$ cat config.mk
export PLATFORM = sky130hd
export DESIGN_NAME = pebc_top
export DESIGN_NICKNAME = d
export VERILOG_FILES = /design/src/design/pebc_sync.v /design/src/design/pebc_top.v
export VERILOG_INCLUDE_DIRS = /design/src /design/src/design
export SDC_FILE = /design/constraint.sdc
export NUM_CORES = 1
export LEC_CHECK = 0
export BUFFER_PORTS_ARGS = -buffer_cell sky130_fd_sc_hd__buf_2
export CAP_MARGIN = 25
export CORE_AREA = 2 2 89 91
export DETAILED_ROUTE_END_ITERATION = 10
export DIE_AREA = 0 0 91 93
export PLACE_DENSITY = 0.85
export SYNTH_ARGS = -nofsm -noshare
export SYNTH_HDL_FRONTEND = slang
export SYNTH_HIERARCHICAL = 1
export SYNTH_SLANG_ARGS = --single-unit
export TNS_END_PERCENT = 1
$ cat constraint.sdc
create_clock -name clk_sys -period 3.4 [get_ports clk_sys]
set_input_delay 0.51 -clock clk_sys [delete_from_list [all_inputs] [get_ports clk_sys]]
set_output_delay 0.51 -clock clk_sys [all_outputs]
set_load 0.02 [all_outputs]
$ cat src/design/pebc_consts.vh
// pebc_consts.vh: register offsets, field positions, reset values and
// timing counts for the port e bus control pin block.
// assumes: included by bare name from the design files under design/.
`ifndef PEBC_CONSTS_VH
`define PEBC_CONSTS_VH

// register byte offsets on the apb slave
`define PEBC_OFS_DATA      12'h008
`define PEBC_OFS_DIR       12'h009
`define PEBC_OFS_ASSIGN    12'h00a
`define PEBC_OFS_MODE      12'h00b
`define PEBC_OFS_EBCTL     12'h00e
`define PEBC_OFS_IRQCTL    12'h01e
`define PEBC_OFS_BUSCMD    12'h040
`define PEBC_OFS_STATUS    12'h044

// field positions in the assignment register
`define PEBC_ASG_PIPE_STATUS_OUTPUT_ENABLE     5
`define PEBC_ASG_BUS_CLOCK_DISABLE     4
`define PEBC_ASG_LSTRE     3
`define PEBC_ASG_RDWE      2
// field positions in the mode register
`define PEBC_MODE_INTERNAL_VISIBILITY     3
`define PEBC_MODE_TAG      2
// field positions in the external bus control register
`define PEBC_EBC_BUS_CLOCK_STRETCH_ENABLE      0
// field positions in the irq control register
`define PEBC_IRQ_EDGE      7
`define PEBC_IRQ_EN        6

// reset values
`define PEBC_RST_DATA      8'h00
`define PEBC_RST_DIR       8'h00
`define PEBC_RST_ASSIGN    8'h10
`define PEBC_RST_MODE      8'h00
`define PEBC_RST_EBCTL     8'h00
`define PEBC_RST_IRQCTL    8'h40

// mode encodings held in the mode register bits 7:5
`define PEBC_MD_PERIPH     3'h2
`define PEBC_MD_EMU_NARROW 3'h5
`define PEBC_MD_EXP_WIDE   3'h7

// bus clock: extra high-phase cycles when stretched
`define PEBC_STRETCH_CYC   4'h3

`endif

$ cat src/design/pebc_sync.v
// pebc_sync.v: two-flop synchroniser for a group of pin inputs.
// assumes: inputs are asynchronous to clk_sys; outputs read by core logic.
`timescale 1ns/1ps
module pebc_sync #(
  parameter W = 8                  // number of bits synchronised
) (
  input  wire         clk_sys,     // system clock
  input  wire [W-1:0] din,         // raw pin levels
  output wire [W-1:0] dout         // synchronised levels
);
  reg [W-1:0] meta_q;              // first stage, read only by second
  reg [W-1:0] sync_q;              // second stage

  // two flops in series; no reset, so the pin levels are already
  // settled when reset is released and the mode pin is captured
  always @(posedge clk_sys) begin
    meta_q <= din;
    sync_q <= meta_q;
  end

  assign dout = sync_q;
endmodule

$ cat src/design/pebc_top.v
// pebc_top.v: port e bus control pin mux with apb register slave.
// assumes: pins are asynchronous and resolved by the bench from the
// enables; the bus engine supplies access requests and pipe status.
//
// Functional notes
// - mode_select_a pin captured at reset release
// - bits 6..2 are gpio when unclaimed
// - pipe status 0 on bit5 when enabled
// - bus clock free-running or per-access stretched
// - bus clock mode from two control bits
// - low byte strobe low with valid low data
// - read/write output, input in peripheral mode
// - bit1 input-only, readable with irq enabled
// - irq selectable level or edge
// - pipe status 1 on bit6 when enabled
//
// Decided for this implementation: the placing of the registers and the APB slave port.
`timescale 1ns/1ps
`include "pebc_consts.vh"
module pebc_top (
  input  wire        clk_sys,        // system clock, 200 mhz
  input  wire        nrst,           // synchronous reset, active low
  input  wire        psel,           // apb select
  input  wire        penable,        // apb enable
  input  wire        pwrite,         // apb direction
  input  wire [11:0] paddr,          // apb byte address
  input  wire [31:0] pwdata,         // apb write data
  output wire        pready,         // apb ready
  output reg  [31:0] prdata,         // apb read data
  output wire        pslverr,        // apb error on unmapped address
  input  wire [1:0]  pipe_status,    // instruction pipe status from core
  input  wire        acc_req,        // visible access pulse from core
  input  wire        acc_slow,       // access needs stretched high phase
  input  wire        acc_write,      // access direction, 1 = write
  input  wire        acc_low_byte,   // access carries low byte data
  input  wire [6:1]  port_e_in,      // pin levels bits 6..1
  output reg  [6:2]  port_e_out,     // pin drive values bits 6..2
  output reg  [6:2]  port_e_oe,      // pin enables, high while driving
  output reg         irq_req,        // maskable interrupt request to core
  output reg         tag_low_half,   // low half tag captured
  output reg         transfer_size_byte, // tester size, 1 = 8-bit
  output reg         tester_write_n, // tester direction level
  output reg         mode_select_a   // captured mode select a
);
  // register bank
  reg [7:0] data_q;                  // port_e_data
  reg [7:0] dir_q;                   // port_e_direction
  reg [7:0] assign_q;                // port_e_assignment
  reg [7:0] mode_q;                  // mode register
  reg [7:0] ebctl_q;                 // external_bus_control
  reg [7:0] irqctl_q;                // irq control
  reg       nrst_q;                  // delayed reset for release edge
  reg       bus_timing_clock_q;                  // bus_timing_clock level
  reg       bus_timing_clock_d;
  reg [3:0] hcnt_q;                  // stretch counter
  reg [3:0] hcnt_d;
  reg [1:0] st_q;                    // per-access clock state
  reg [1:0] st_d;
  reg       irq_prev_q;              // previous irq level for edges
  reg       irq_edge_q;              // sticky edge flag

  wire [6:1] pin_s;                  // synchronised pins
  wire       wr_en;
  wire       rd_en;
  wire       periph;
  wire       tag_mode;
  wire       clk_free;
  wire       irq_lvl;

  localparam [1:0] ST_IDLE = 2'h0;   // clock idle high
  localparam [1:0] ST_LOW  = 2'h1;   // low phase
  localparam [1:0] ST_HIGH = 2'h2;   // high phase, maybe stretched

  pebc_sync #(.W(6)) u_sync (
    .clk_sys (clk_sys),
    .din     (port_e_in),
    .dout    (pin_s)
  );

  assign pready   = 1'b1;            // zero wait state slave
  assign wr_en    = psel & penable & pwrite;
  // read data is loaded in the setup phase so it stands in the access
  assign rd_en    = psel & ~penable & ~pwrite;
  assign periph   = (mode_q[7:5] == `PEBC_MD_PERIPH);
  assign tag_mode = ((mode_q[7:5] == `PEBC_MD_EXP_WIDE) |
                     (mode_q[7:5] == `PEBC_MD_EMU_NARROW)) &
                    mode_q[`PEBC_MODE_TAG] &
                    assign_q[`PEBC_ASG_LSTRE];
  // free run unless disabled or internal accesses are visible
  assign clk_free = ~mode_q[`PEBC_MODE_INTERNAL_VISIBILITY] &
                    ~assign_q[`PEBC_ASG_BUS_CLOCK_DISABLE];
  assign irq_lvl  = ~pin_s[1];       // request is active low

  // address decode for error flag
  reg mapped;
  always @* begin
    if (paddr == `PEBC_OFS_DATA) begin
      mapped = 1'b1;
    end else if (paddr == `PEBC_OFS_DIR) begin
      mapped = 1'b1;
    end else if (paddr == `PEBC_OFS_ASSIGN) begin
      mapped = 1'b1;
    end else if (paddr == `PEBC_OFS_MODE) begin
      mapped = 1'b1;
    end else if (paddr == `PEBC_OFS_EBCTL) begin
      mapped = 1'b1;
    end else if (paddr == `PEBC_OFS_IRQCTL) begin
      mapped = 1'b1;
    end else if (paddr == `PEBC_OFS_STATUS) begin
      mapped = 1'b1;
    end else begin
      mapped = 1'b0;
    end
  end
  assign pslverr = psel & penable & ~mapped;

  // register writes and mode capture
  always @(posedge clk_sys) begin
    if (!nrst) begin
      data_q   <= `PEBC_RST_DATA;
      dir_q    <= `PEBC_RST_DIR;
      assign_q <= `PEBC_RST_ASSIGN;
      mode_q   <= `PEBC_RST_MODE;
      ebctl_q  <= `PEBC_RST_EBCTL;
      irqctl_q <= `PEBC_RST_IRQCTL;
      nrst_q   <= 1'b0;
      mode_select_a <= 1'b0;
    end else begin
      nrst_q <= 1'b1;
      if (!nrst_q) begin
        mode_select_a <= pin_s[5];
        mode_q[5]     <= pin_s[5];
      end
      if (wr_en) begin
        if (paddr == `PEBC_OFS_DATA) begin
          data_q <= pwdata[7:0];
        end else if (paddr == `PEBC_OFS_DIR) begin
          dir_q <= pwdata[7:0];
        end else if (paddr == `PEBC_OFS_ASSIGN) begin
          assign_q <= pwdata[7:0];
        end else if (paddr == `PEBC_OFS_MODE) begin
          mode_q <= pwdata[7:0];
        end else if (paddr == `PEBC_OFS_EBCTL) begin
          ebctl_q <= pwdata[7:0];
        end else if (paddr == `PEBC_OFS_IRQCTL) begin
          irqctl_q <= pwdata[7:0];
        end
      end
    end
  end

  // read mux; bit1 always shows the pin level
  always @(posedge clk_sys) begin
    if (!nrst) begin
      prdata <= 32'h0000_0000;
    end else if (rd_en) begin
      if (paddr == `PEBC_OFS_DATA) begin
        // bit 7 belongs to another block and reads as zero here
        prdata <= {24'h000000, 1'b0,
                   (dir_q[6:2] & data_q[6:2]) | (~dir_q[6:2] & pin_s[6:2]),
                   pin_s[1], 1'b0};
      end else if (paddr == `PEBC_OFS_DIR) begin
        prdata <= {24'h000000, dir_q[7:2], 2'h0};
      end else if (paddr == `PEBC_OFS_ASSIGN) begin
        prdata <= {24'h000000, assign_q};
      end else if (paddr == `PEBC_OFS_MODE) begin
        prdata <= {24'h000000, mode_q};
      end else if (paddr == `PEBC_OFS_EBCTL) begin
        prdata <= {24'h000000, ebctl_q};
      end else if (paddr == `PEBC_OFS_IRQCTL) begin
        prdata <= {24'h000000, irqctl_q};
      end else if (paddr == `PEBC_OFS_STATUS) begin
        prdata <= {26'h0, irq_req, tag_low_half, transfer_size_byte,
                   tester_write_n, bus_timing_clock_q, mode_select_a};
      end else begin
        prdata <= 32'h0000_0000;
      end
    end
  end

  // per-access bus clock state machine
  always @* begin
    st_d   = st_q;
    hcnt_d = hcnt_q;
    bus_timing_clock_d = bus_timing_clock_q;
    if (clk_free) begin
      st_d   = ST_IDLE;
      bus_timing_clock_d = ~bus_timing_clock_q;
    end else begin
      case (st_q)
        ST_IDLE: begin
          bus_timing_clock_d = 1'b1;
          if (acc_req) begin
            st_d   = ST_LOW;
            bus_timing_clock_d = 1'b0;
          end
        end
        ST_LOW: begin
          st_d   = ST_HIGH;
          bus_timing_clock_d = 1'b1;
          hcnt_d = (acc_slow & ebctl_q[`PEBC_EBC_BUS_CLOCK_STRETCH_ENABLE]) ?
                   `PEBC_STRETCH_CYC : 4'h0;
        end
        ST_HIGH: begin
          if (hcnt_q == 4'h0) begin
            st_d = ST_IDLE;
          end else begin
            hcnt_d = hcnt_q - 4'h1;
          end
        end
        default: begin
          st_d = ST_IDLE;
        end
      endcase
    end
  end

  // bus clock, tag capture and irq flops
  always @(posedge clk_sys) begin
    if (!nrst) begin
      st_q         <= ST_IDLE;
      hcnt_q       <= 4'h0;
      bus_timing_clock_q       <= 1'b1;
      tag_low_half <= 1'b0;
      irq_prev_q   <= 1'b0;
      irq_edge_q   <= 1'b0;
      irq_req      <= 1'b0;
      transfer_size_byte <= 1'b0;
      tester_write_n     <= 1'b1;
    end else begin
      st_q   <= st_d;
      hcnt_q <= hcnt_d;
      bus_timing_clock_q <= bus_timing_clock_d;
      // sample tag at the falling edge of the bus clock
      if (tag_mode & bus_timing_clock_q & ~bus_timing_clock_d) begin
        tag_low_half <= ~pin_s[3];
      end
      if (periph) begin
        transfer_size_byte <= pin_s[3];
        tester_write_n     <= pin_s[2];
      end
      irq_prev_q <= irq_lvl;
      // edge flag: set wins over the clear when irq is served
      if (irq_lvl & ~irq_prev_q) begin
        irq_edge_q <= 1'b1;
      end else if (wr_en & (paddr == `PEBC_OFS_IRQCTL)) begin
        irq_edge_q <= 1'b0;
      end
      irq_req <= irqctl_q[`PEBC_IRQ_EN] &
                 (irqctl_q[`PEBC_IRQ_EDGE] ? irq_edge_q : irq_lvl);
    end
  end

  // pin multiplexing for bits 6..2
  always @(posedge clk_sys) begin
    if (!nrst) begin
      port_e_out <= 5'h00;
      port_e_oe  <= 5'h00;
    end else begin
      port_e_out <= data_q[6:2];
      port_e_oe  <= dir_q[6:2];
      if (assign_q[`PEBC_ASG_PIPE_STATUS_OUTPUT_ENABLE]) begin
        port_e_out[6] <= pipe_status[1];
        port_e_oe[6]  <= 1'b1;
        port_e_out[5] <= pipe_status[0];
        port_e_oe[5]  <= 1'b1;
      end
      if (~assign_q[`PEBC_ASG_BUS_CLOCK_DISABLE] | mode_q[`PEBC_MODE_INTERNAL_VISIBILITY]) begin
        port_e_out[4] <= bus_timing_clock_d;
        port_e_oe[4]  <= 1'b1;
      end
      if (periph) begin
        port_e_oe[3] <= 1'b0;
        port_e_oe[2] <= 1'b0;
      end else begin
        if (assign_q[`PEBC_ASG_LSTRE] & ~tag_mode) begin
          port_e_out[3] <= ~(acc_low_byte & ~st_d[1] & st_d[0]) &
                           ~(acc_low_byte & st_d[1]);
          port_e_oe[3]  <= 1'b1;
        end
        if (assign_q[`PEBC_ASG_RDWE]) begin
          port_e_out[2] <= ~acc_write;
          port_e_oe[2]  <= 1'b1;
        end
      end
    end
  end
endmodule

**Word level (Yosys, flattened, before mapping)**

Cells that the tools add are included.

- Bits of input ports: 61
- Output and inout port bits: 49
- Logic and storage cells: 140
- Register bits: 116

- Add/subtract/negate cells: 1
- Bitwise logic cells: 47
- Reduce and logical (&&, ||, !) cells: 12
- Muxes and demuxes: 43
- Equal/unequal tests: 13

Operator list:

| operator | number |
|---|---|
| $eq A12 B4 Y1 const B | 5 |
| $mux W8 | 6 |
| $mux W6 | 6 |
| $not A1 Y1 | 22 |
| $mux W1 | 20 |
| $and A1 B1 Y1 | 19 |
| $mux W2 | 7 |
| $eq A12 B5 Y1 const B | 1 |
| $eq A12 B7 Y1 const B | 1 |
| $and A5 B5 Y5 | 2 |
| $pmux W4 S2 | 1 |
| $reduce_and A7 Y1 | 1 |
| $eq A3 B3 Y1 const B | 2 |
| $pmux W2 S3 | 1 |
| $reduce_and A3 Y1 | 2 |
| $reduce_and A6 Y1 | 1 |
| $not A5 Y5 | 1 |
| $or A5 B5 Y5 | 1 |
| $reduce_and A5 Y1 | 1 |
| $logic_not A4 Y1 | 1 |
| $mux W4 | 1 |
| $reduce_and A4 Y1 | 1 |
| $reduce_bool A2 Y1 | 2 |
| $sub A4 B1 Y4 const B | 1 |
| 9 further kinds | 10 |

**Longest topological paths before layout**

Gate-level depths: netlist (run 1).

- Depth after elaboration: 11
- Gate-level depth with buffers: 8
- Mapped depth without buffers: 7

**Cells and area by module**

Netlist (run 1), hierarchy kept.

By module, submodules not included:

| module | cells an instance | times used | area an instance (um^2) |
|---|---|---|---|
| pebc_top | 455 | 1 | 3791.1 |
| pebc_sync | 12 | 1 | 240.2 |

**Least setup slack after synthesis (run 1)**

No wires, ideal clock.

- Path type: input port to flip-flop
- Start point: input port paddr[9]
- End point: register ebctl_q[6]
- Data arrival time: 2.350 ns
- Library setup time: 0.128 ns
- Required time: 3.272 ns
- Setup slack: 0.922 ns
- Cell stages on the path: 7
- Path buffers: 2
- Cells stage by stage: or4_4 buf_6 or2_1 buf_6 nor4_4 mux2i_1 nor2_1

- Longest elaborated chain between the ends: 3
- Elaborated cells between the ends (all ways): 10

Ends and longest elaborated chain:

| what | line | source |
|---|---|---|
| from (decl) | pebc_top.v:26 | `input wire [11:0] paddr,` |
| $eq A12 B4 Y1 (no line) | - |  |
| $not A1 Y1 (no line) | - |  |
| $reduce_and A6 Y1 (no line) (*) | - |  |
| to (signal assigned) | pebc_top.v:124 | `` ebctl_q <= `PEBC_RST_EBCTL; `` |
| to (signal assigned) | pebc_top.v:144 | `ebctl_q <= pwdata[7:0];` |
| to (decl) | pebc_top.v:50 | `reg [7:0] ebctl_q;` |

Mark *: on every way between the ends. The rest lies on a longest branch, timed or not.
A chain may end at the register's enable or synchronous reset.

**Final worst setup path (run 1)**

- Start point: input port paddr[5]
- End point: output port pslverr

- Longest elaborated chain between the ends: 10
- Elaborated cells between the ends (all ways): 16

Ends and longest elaborated chain:

| what | line | source |
|---|---|---|
| $eq A12 B7 Y1 (no line) | - |  |
| $mux W1 | pebc_top.v:109 | `` end else if (paddr == `PEBC_OFS_STATUS) begin `` |
| $mux W1 | pebc_top.v:107 | `` end else if (paddr == `PEBC_OFS_IRQCTL) begin `` |
| $mux W1 | pebc_top.v:105 | `` end else if (paddr == `PEBC_OFS_EBCTL) begin `` |
| $mux W1 | pebc_top.v:103 | `` end else if (paddr == `PEBC_OFS_MODE) begin `` |
| $mux W1 | pebc_top.v:101 | `` end else if (paddr == `PEBC_OFS_ASSIGN) begin `` |
| $mux W1 | pebc_top.v:99 | `` end else if (paddr == `PEBC_OFS_DIR) begin `` |
| $mux W1 (*) | pebc_top.v:97 | `` if (paddr == `PEBC_OFS_DATA) begin `` |
| $not A1 Y1 (*) | pebc_top.v:115 | `assign pslverr = psel & penable & ~mapped;` |
| $and A1 B1 Y1 (*) | pebc_top.v:115 |  |
| to (decl) | pebc_top.v:30 | `output wire pslverr,` |

Marks and branches as above.

==> out/summary.json, run 1 <==
{
  "critical_path": {
    "critPathCaptureType": "primary output",
    "critical_path.startpoint_type": "input port",
    "rr_startpoint": "st_q[0]$_SDFF_PN0_",
    "crit_path_max_fanout": 6,
    "timing.critical_path.to": "pslverr",
    "critical_path_class": "in2out",
    "regToRegEndpoint": "tag_low_half$_SDFFE_PN0P_",
    "arrival_ns": 2.05,
    "setup_slack_of_the_worst_register_to_register_path_ns": 1.55,
    "cp-startpoint": "paddr[5]",
    "timing.critical_path.required_ns": 2.89,
    "reg2reg_depth": 7
  },
  "cells_and_area": {
    "antenna_cells": 0,
    "areaGrowthSynthToFinish_pct": 11.6,
    "final.fill_count": 704,
    "footprint_of_the_multi_input_gates_um2": 2000,
    "layout-drive-gt1-share_pct": 18.4,
    "nets": 585,
    "ff_latch_area_um2": 1760,
    "fin_util_pct": 59.8
  },
  "clock_tree": {
    "ctsRootBufferMaster": "clkbuf_8",
    "clock_insertion_delay_worst_skew_ns": 0.36,
    "cts_setup_buffers": 0,
    "clock-sinks": 88,
    "hold_buffers": 0,
    "cts_tree": "done",
    "post_cts.resized_instances": 0,
    "cts_made_buffers": 9,
    "clockBufferDepth": 2,
    "cts_max_level": 3,
    "path_clk_slew_ns": 0.10
  },
  "synth": {
    "synthDistinctLibCells": 54,
    "netlist_top_cells_area": "dfxtp_1, mux2i_1, nor2_1",
    "most_frequent_cell_after_synthesis": "dfxtp_1",
    "synth.top_cell.area_share_pct": 43.7,
    "cells_after_synthesis": 467,
    "syn_area_per_cell_um2": 8.63,
    "postSynthRegisterBits": 88,
    "ys_top_cells_by_count": "dfxtp_1, nor2_1, nand2_1",
    "synth_ff_type": "dfxtp_1",
    "synth-warning-count": 6,
    "yosys.area.top_type": "dfxtp_1",
    "synth_async_sr_flop_share_pct": 0,
    "number_of_enable_type_register_cells_in_the_synthesized_netlist": 0,
    "synth-seq-area-share_pct": 43.7,
    "post_synth_instance_area_um2": 4030
  },
  "sta": {
    "setup-tns-final_ns": 0,
    "timing.final.hold_violations": 0,
    "timing_worst_slew_pin_value_ns": 0.794,
    "clock_skew_after_layout_ns": 0.0123,
    "unrepaired_setup_endpoints_after_global_routing": "no",
    "relSlewSlack_pct": 46.8,
    "layout_setup_ws_ns": 0.840,
    "setup_violations": 0,
    "period_minus_slack_ns": 2.56,
    "fmax_mhz": 391,
    "period_share_pct": 75.3,
    "finalMaxSlewViolations": 0
  },
  "die": {
    "core.rowCount": 32,
    "die_h_um": 93,
    "floorplan.initialDensity_pct": 53.6,
    "floorplan.core_area_um2": 7530,
    "io_pins": 110,
    "die_area_um2": 8460,
    "die_w_um": 91
  },
  "routing": {
    "final_antenna_net_count": 0,
    "drtPass1Iterations": 6,
    "detail_route.wirelength_um": 9770,
    "via_per_inst": 5.52,
    "routedWlPerCell_um": 15.6,
    "detailedRoute.firstIterationViolations": 302,
    "post-route-drc-count": 0,
    "vias": 3451
  },
  "pwr": {
    "cellLeakagePower_nw": 1.98,
    "cellPowerDensity_nw_per_um2": 447,
    "peakVddDrop_mv": 0.275
  },
  "min_path": {
    "hold_path.class": "in2reg"
  },
  "grt": {
    "grt_overflow": 0,
    "met3_usage_pct": 5.08,
    "first_global_vias": 3175,
    "pin_count_of_the_biggest_net_entering_global_routing": 42,
    "global_route.usage.met2_pct": 37.8,
    "grt_antenna_before_repair": 0,
    "busiest_layer": "met2",
    "grt_use_met1_pct": 30.2,
    "aggregate_global_route_resource_usage_pct": 23.3,
    "grt_pass1_wl_um": 15500
  },
  "place": {
    "post-place-ws_ns": 0.624,
    "gpl.final_weighted_congestion": 0.953,
    "place.port_buffers": 60,
    "dpl_hpwl_um": 7100
  },
  "run": {
    "maxCapViolations": 0
  },
  "outcome": {
    "run_status": "completed"
  }
}
-- report_power, final --
| part | leakage (nW) | internal [W] | switching [W] |
|---|---|---|---|
| Combinational | 1.16 | 0.0000614 | 0.000135 |
| Sequential | 0.716 | 0.00105 | 0.0000164 |
| Clock | 0.106 | 0.000350 | 0.000395 |
| Total | 1.98 | 0.00146 | 0.000547 |
-- critical path, cell delays in order --
cell and delay [ns]:
buf_2 0.10, or4b_1 0.62, or2_1 0.38, a21oi_1 0.21
nor3_1 0.07, buf_2 0.16
-- metrics by stage --
stage	hold slack, ns	instance area (um2)	std cells	power (W)
2_1_floorplan	0.310	4120	490	0.00124
4_1_cts	0.230	4500	625	0.00201
3_5_place_dp	0.316	4300	609	0.00128
6_report	0.239	4500	625	0.00201
5_1_grt	0.226	4500	625	0.00209
3_3_place_gp	0.311	4300	609	0.00128
-- placed cells by master (no fill, tap or decap), types with 3 or more instances in the layout --
master,n
dfxtp_1,88
buf_2,60
nor2_1,59
nand2_1,42
mux2i_1,35
nand3_1,33
o21ai_0,30
conb_1,25
a21oi_1,21
inv_1,16
nor3_1,9
clkbuf_8,9
nand2b_1,8
mux2_2,6
a22o_1,6
ha_1,6
buf_4,6
a221oi_1,4
and2_1,4
or2_2,3
and3_1,3
o2111ai_1,3
a32oi_1,3
inv_6,3
-- flip-flops by register name (all words and copies together), names as in the netlist --
| register | cells |
|---|---|
| assign_q | 8 |
| ebctl_q | 8 |
| irqctl_q | 8 |
| mode_q | 8 |
| prdata | 8 |
| dir_q | 6 |
| u_sync/dout | 6 |
| u_sync/meta_q | 6 |
| data_q | 5 |
| port_e_oe | 5 |
| port_e_out | 5 |
| hcnt_q | 4 |
| st_q | 2 |
| bus_timing_clock_q | 1 |
| irq_edge_q | 1 |
| irq_prev_q | 1 |
| irq_req | 1 |
| mode_select_a | 1 |
| nrst_q | 1 |
| tag_low_half | 1 |
| tester_write_n | 1 |
| transfer_size_byte | 1 |
-- metal layers --
layer	up-vias	share of wire, %
met5	-	0
met4	0	2.9
met3	24	7.8
met2	157	47
met1	1602	42
li1	1668	-
-- how the worst min path moves through the flow --
stage                             startpoint                        to  slack [ns]  cells past startpoint
floorplan           u_sync/meta_q[0]$_DFF_P_    u_sync/dout[0]$_DFF_P_        0.31                      0
global placement    u_sync/meta_q[0]$_DFF_P_    u_sync/dout[0]$_DFF_P_        0.31                      0
detailed placement  u_sync/meta_q[4]$_DFF_P_    u_sync/dout[4]$_DFF_P_        0.32                      0
CTS                             port_e_in[3]  u_sync/meta_q[2]$_DFF_P_        0.23                      1
global route                    port_e_in[3]  u_sync/meta_q[2]$_DFF_P_        0.23                      1
finish                          port_e_in[3]  u_sync/meta_q[2]$_DFF_P_        0.24                      1
-- layout make-up --
| class | instances | share of cell area (%) |
|---|---|---|
| Timing Repair Buffer | 66 | 7.68 |
| Tap cell | 102 | 2.84 |
| Clock buffer | 9 | 2.75 |
| Multi-Input combinational cell | 336 | 44.4 |
| Clock inverter | 7 | 1.72 |
| Sequential cell | 88 | 39.2 |
| Inverter | 17 | 1.42 |
-- cells by family (layout without fill, tap and decap cells) --
kind of cell	Yosys count	in the layout	synth area share, %
and+or+nand+nor	179	179	21.7
muxes	41	41	10.4
DFF	88	88	43.7
other	2	25	0.186
buffers and inverters	66	99	8.88
adders and majority gates	6	6	1.86
xor gates and xnor gates	2	2	0.435
AOI/OAI and AO/OA	83	83	12.8
No activity file was read; power rests on OpenSTA's default activity.
==> run 2: changes to the inputs <==
--- a/config.mk
+++ b/config.mk
@@ -6,12 +6,13 @@
 export SDC_FILE = /design/constraint.sdc
 export NUM_CORES = 1
 export LEC_CHECK = 0
+export ABC_AREA = 1
 export BUFFER_PORTS_ARGS = -buffer_cell sky130_fd_sc_hd__buf_2
 export CAP_MARGIN = 25
-export CORE_AREA = 2 2 89 91
+export CORE_AREA = 2 2 93 95
 export DETAILED_ROUTE_END_ITERATION = 10
-export DIE_AREA = 0 0 91 93
-export PLACE_DENSITY = 0.85
+export DIE_AREA = 0 0 95 97
+export PLACE_DENSITY = 0.81
 export SYNTH_ARGS = -nofsm -noshare
 export SYNTH_HDL_FRONTEND = slang
 export SYNTH_HIERARCHICAL = 1
==> constraint.sdc (replaced) <==
create_clock -name clk_sys -period 2.6 [get_ports clk_sys]
set_input_delay 0.39 -clock clk_sys [delete_from_list [all_inputs] [get_ports clk_sys]]
set_output_delay 0.39 -clock clk_sys [all_outputs]
set_load 0.02 [all_outputs]
==> run 2 against run 1 <==
Net effect:
- clock power is 42% higher
- synthesized area is 4.6% higher
- cell area is 5.6% higher
- via count is 11% higher
- utilization is 1.4 points lower
- critical path depth is 4 higher
- first-iteration DRC count is 9.3% lower
- largest cell class unchanged
==> out/summary.json, run 2 <==
{
  "pwr": {
    "pwr-share-comb": {"value": 13.0, "unit": "%", "change": "was 9.8%"},
    "peakVddDrop": {"value": 0.317, "unit": "mV", "change": "was 0.275 mV"},
    "cellLeakagePower": {"value": 2.19, "unit": "nW", "change": "was 1.98 nW"},
    "seq_power_share": {"value": 49.9, "unit": "%", "change": "was 53.1%"},
    "cell_internal_pwr": {"value": 0.00206, "unit": "W", "change": "was 0.00146 W"},
    "p_sw_share": {"value": 28.0, "unit": "%", "change": "was 27.2%"},
    "cellPowerDensity": {"value": 601, "unit": "nW/um2", "change": "was 447 nW/um2"},
    "power_frac_clock": {"value": 37.1, "unit": "%", "change": "about the same"},
    "net_sw_power": {"value": 0.000799, "unit": "W", "change": "was 0.000547 W"}
  },
  "sta": {
    "unrepaired_setup_endpoints_after_global_routing": {"value": "no", "change": "unchanged"},
    "period_minus_slack_ns": 2.14,
    "period_share_pct": 82.4,
    "layout_setup_ws": {"value": 0.457, "unit": "ns", "change": "was 0.840 ns"},
    "timing_worst_slew_pin_value": {"value": 0.822, "unit": "ns", "change": "was 0.794 ns"},
    "clock_skew_after_layout": {"value": 0.0130, "unit": "ns", "change": "was 0.0123 ns"},
    "setup_violations": {"value": 0, "change": "unchanged"},
    "finalMaxSlewViolations": {"value": 0, "change": "unchanged"},
    "finalHoldWorstSlack": {"value": 0.113, "unit": "ns", "change": "was 0.239 ns"},
    "relSlewSlack": {"value": 44.8, "unit": "%", "change": "was 46.8%"},
    "timing.final.hold_violations": {"value": 0, "change": "unchanged"},
    "fmax_mhz": 467,
    "setup-tns-final": {"value": 0, "unit": "ns", "change": "unchanged"}
  },
  "critical_path": {
    "stage_delay_of_the_slowest_cell_on_the_critical_path": {"value": 0.23, "unit": "ns", "change": "was 0.62 ns"},
    "crit_path_max_fanout": {"value": 7, "change": "was 6"},
    "timing.critical_path.buf_inv": {"value": 4, "change": "was 2"},
    "cp-startpoint": {"value": "paddr[5]", "change": "unchanged"},
    "critPathCaptureType": {"value": "primary output", "change": "unchanged"},
    "worst_path_max_delay_cell": {"value": "nor2_1", "change": "was or4b_1"},
    "critical_path_class": {"value": "in2out", "change": "unchanged"},
    "arrival": {"value": 1.75, "unit": "ns", "change": "was 2.05 ns"},
    "timing.critical_path.required": {"value": 2.21, "unit": "ns", "change": "was 2.89 ns"},
    "path_common_cell": {"value": "buf_2", "change": "unchanged"},
    "crit_chain": {"value": "buf_2 -> nor2_4 -> nand2_4 -> inv_4 -> nand3_1 -> nand2_1 -> nor2_1 -> inv_1 -> nor4_1 -> buf_2", "change": "was buf_2 -> or4b_1 -> or2_1 -> a21oi_1 -> nor3_1 -> buf_2"},
    "critical_path.startpoint_type": {"value": "input port", "change": "unchanged"},
    "critical_path.top_delay_family": {"value": "simple AND/OR/NAND/NOR gates", "change": "unchanged"},
    "rr_startpoint": {"value": "mode_q[6]$_SDFFE_PN0P_", "change": "was st_q[0]$_SDFF_PN0_"}
  },
  "synth": {
    "number_of_enable_type_register_cells_in_the_synthesized_netlist": {"value": 0, "change": "unchanged"},
    "syn_area_per_cell": {"value": 7.56, "unit": "um2", "change": "was 8.63 um2"},
    "cells_after_synthesis": {"value": 558, "change": "was 467"},
    "synth-warning-count": {"value": 6, "change": "unchanged"},
    "synth-seq-area-share": {"value": 41.8, "unit": "%", "change": "was 43.7%"},
    "synth.top_cell.area_share": {"value": 41.8, "unit": "%", "change": "was 43.7%"},
    "synth_async_sr_flop_share": {"value": 0, "unit": "%", "change": "unchanged"},
    "netlist_top_cells_area": {"value": "dfxtp_1, nand2_1, inv_1", "change": "was dfxtp_1, mux2i_1, nor2_1"},
    "synth_ff_type": {"value": "dfxtp_1", "change": "unchanged"},
    "synthDistinctLibCells": {"value": 38, "change": "was 54"},
    "post_synth_instance_area": {"value": 4220, "unit": "um2", "change": "was 4030 um2"},
    "yosys.area.top_type": {"value": "dfxtp_1", "change": "unchanged"},
    "postSynthRegisterBits": {"value": 88, "change": "unchanged"},
    "ys_top_cells_by_count": {"value": "dfxtp_1, nand2_1, inv_1", "change": "was dfxtp_1, nor2_1, nand2_1"}
  },
  "cells_and_area": {
    "fin_util": {"value": 58.4, "unit": "%", "change": "was 59.8%"},
    "layout_common_cells": {"value": "nand2_1, dfxtp_1, inv_1", "change": "was dfxtp_1, buf_2, nor2_1"},
    "areaGrowthSynthToFinish": {"value": 12.6, "unit": "%", "change": "was 11.6%"},
    "nets": {"value": 689, "change": "was 585"},
    "layout-drive-gt1-share": {"value": 19.5, "unit": "%", "change": "was 18.4%"},
    "final.fill_count": {"value": 767, "change": "was 704"},
    "antenna_cells": {"value": 0, "change": "unchanged"}
  },
  "routing": {
    "detail_route.wirelength": {"value": 10700, "unit": "um", "change": "was 9770 um"},
    "vias": {"value": 3836, "change": "was 3451"},
    "drtPass1Iterations": {"value": 5, "change": "was 6"},
    "routedWlPerCell": {"value": 14.6, "unit": "um", "change": "was 15.6 um"},
    "via_per_inst": {"value": 5.24, "change": "was 5.52"},
    "detailedRoute.firstIterationViolations": {"value": 274, "change": "was 302"},
    "post-route-drc-count": {"value": 0, "change": "unchanged"},
    "final_antenna_net_count": {"value": 0, "change": "unchanged"}
  },
  "die": {
    "die_area": {"value": 9220, "unit": "um2", "change": "was 8460 um2"},
    "die_h": {"value": 97, "unit": "um", "change": "was 93 um"},
    "floorplan.core_area": {"value": 8130, "unit": "um2", "change": "was 7530 um2"},
    "die_w": {"value": 95, "unit": "um", "change": "was 91 um"},
    "floorplan.initialDensity": {"value": 51.9, "unit": "%", "change": "was 53.6%"},
    "io_pins": {"value": 110, "change": "unchanged"},
    "core.rowCount": {"value": 33, "change": "was 32"}
  },
  "grt": {
    "grt_overflow": {"value": 0, "change": "unchanged"},
    "first_global_vias": {"value": 3515, "change": "was 3175"},
    "grt_pass1_wl": {"value": 16700, "unit": "um", "change": "was 15500 um"},
    "grt_antenna_before_repair": {"value": 0, "change": "unchanged"},
    "aggregate_global_route_resource_usage": {"value": 23.4, "unit": "%", "change": "was 23.3%"},
    "pin_count_of_the_biggest_net_entering_global_routing": {"value": 49, "change": "was 42"}
  },
  "min_path": {
    "worst_hold_startpoint": {"value": "port_e_in[3]", "change": "unchanged"},
    "hold_path.class": {"value": "in2reg", "change": "unchanged"}
  },
  "clock_tree": {
    "clock-sinks": {"value": 88, "change": "unchanged"},
    "clockBufferDepth": {"value": 2, "change": "unchanged"},
    "hold_buffers": {"value": 0, "change": "unchanged"},
    "clock_insertion_delay_worst_skew": {"value": 0.37, "unit": "ns", "change": "was 0.36 ns"},
    "cts_tree": {"value": "done", "change": "unchanged"},
    "cts_max_level": {"value": 3, "change": "unchanged"},
    "path_clk_slew": {"value": 0.09, "unit": "ns", "change": "was 0.10 ns"},
    "ctsRootBufferMaster": {"value": "clkbuf_8", "change": "unchanged"},
    "cts_made_buffers": {"value": 9, "change": "unchanged"},
    "post_cts.resized_instances": {"value": 0, "change": "unchanged"},
    "cts_setup_buffers": {"value": 0, "change": "unchanged"}
  },
  "place": {
    "post-place-ws": {"value": 0.447, "unit": "ns", "change": "was 0.624 ns"},
    "place.port_buffers": {"value": 60, "change": "unchanged"},
    "gpl.final_weighted_congestion": {"value": 0.954, "change": "was 0.953"},
    "dpl_hpwl": {"value": 7960, "unit": "um", "change": "was 7100 um"}
  },
  "outcome": {
    "run_status": {"value": "completed", "change": "unchanged"}
  },
  "run": {
    "maxCapViolations": {"value": 0, "change": "unchanged"}
  }
}
## run 2: area by class of cell
type | instances | area (um2) | area share [%]
Multi-Input combinational cell | 373 | 1960 | 41.4
Sequential cell | 88 | 1760 | 37.1
Timing Repair Buffer | 67 | 353 | 7.43
Inverter | 83 | 319 | 6.72
Tap cell | 105 | 131 | 2.77
Clock buffer | 10 | 128 | 2.69
Clock inverter | 6 | 91.3 | 1.92
## run 2: kinds of logic (layout without fill, tap and decap cells)
family / Yosys count / count (layout) / synth area share [%]
AOI/OAI and AO/OA: 135 / 135 / 18.0
xor gates and xnor gates: 1 / 1 / 0.208
adders and majority gates: 6 / 6 / 1.78
buffers and inverters: 120 / 166 / 13.7
DFF: 88 / 88 / 41.8
muxes: 1 / 1 / 0.237
other: 2 / 25 / 0.178
and+or+nand+nor: 205 / 205 / 24.1
## run 2: per-stage QoR
stage	cell area, um2	power (W)	std cells
floorplan	4300	0.00173	581
global placement	4530	0.00179	716
detailed placement	4530	0.00182	716
CTS	4750	0.00285	732
global route	4750	0.00295	732
finish	4750	0.00286	732
## run 2: final timing paths
| kind | end | slack, ns | cells after the start |
|---|---|---|---|
| setup / recovery | pslverr | 0.46 | 10 |
| hold / removal | u_sync/meta_q[2]$_DFF_P_ | 0.11 | 1 |
| setup reg to reg | port_e_out[2]$_SDFF_PN0_ | 0.89 | 4 |
| hold reg to reg | u_sync/dout[1]$_DFF_P_ | 0.33 | 0 |
## run 2: worst register-to-register path, delay by kind of cell (launching register included)
kind	cells	cell delay (ns)
buffers and inverters	2	0.28
and+or+nand+nor	1	0.63
AOI/OAI and AO/OA	1	0.30
DFF	1	0.40
## run 2: layer usage
layer	part of all wire (%)	GRT usage (%)
met5	0	0
met4	1.9	8.92
met3	6.8	4.75
met2	46	37.9
met1	45	30.4
## run 2: power groups by stage
stage                     clock, W  combinational [W]  sequential (W)
after floorplan                  0           0.000285         0.00145
after global placement           0           0.000337         0.00145
after detailed placement         0           0.000361         0.00146
after CTS                  0.00106           0.000363         0.00142
after global routing       0.00111           0.000410         0.00143
final                      0.00106           0.000370         0.00143
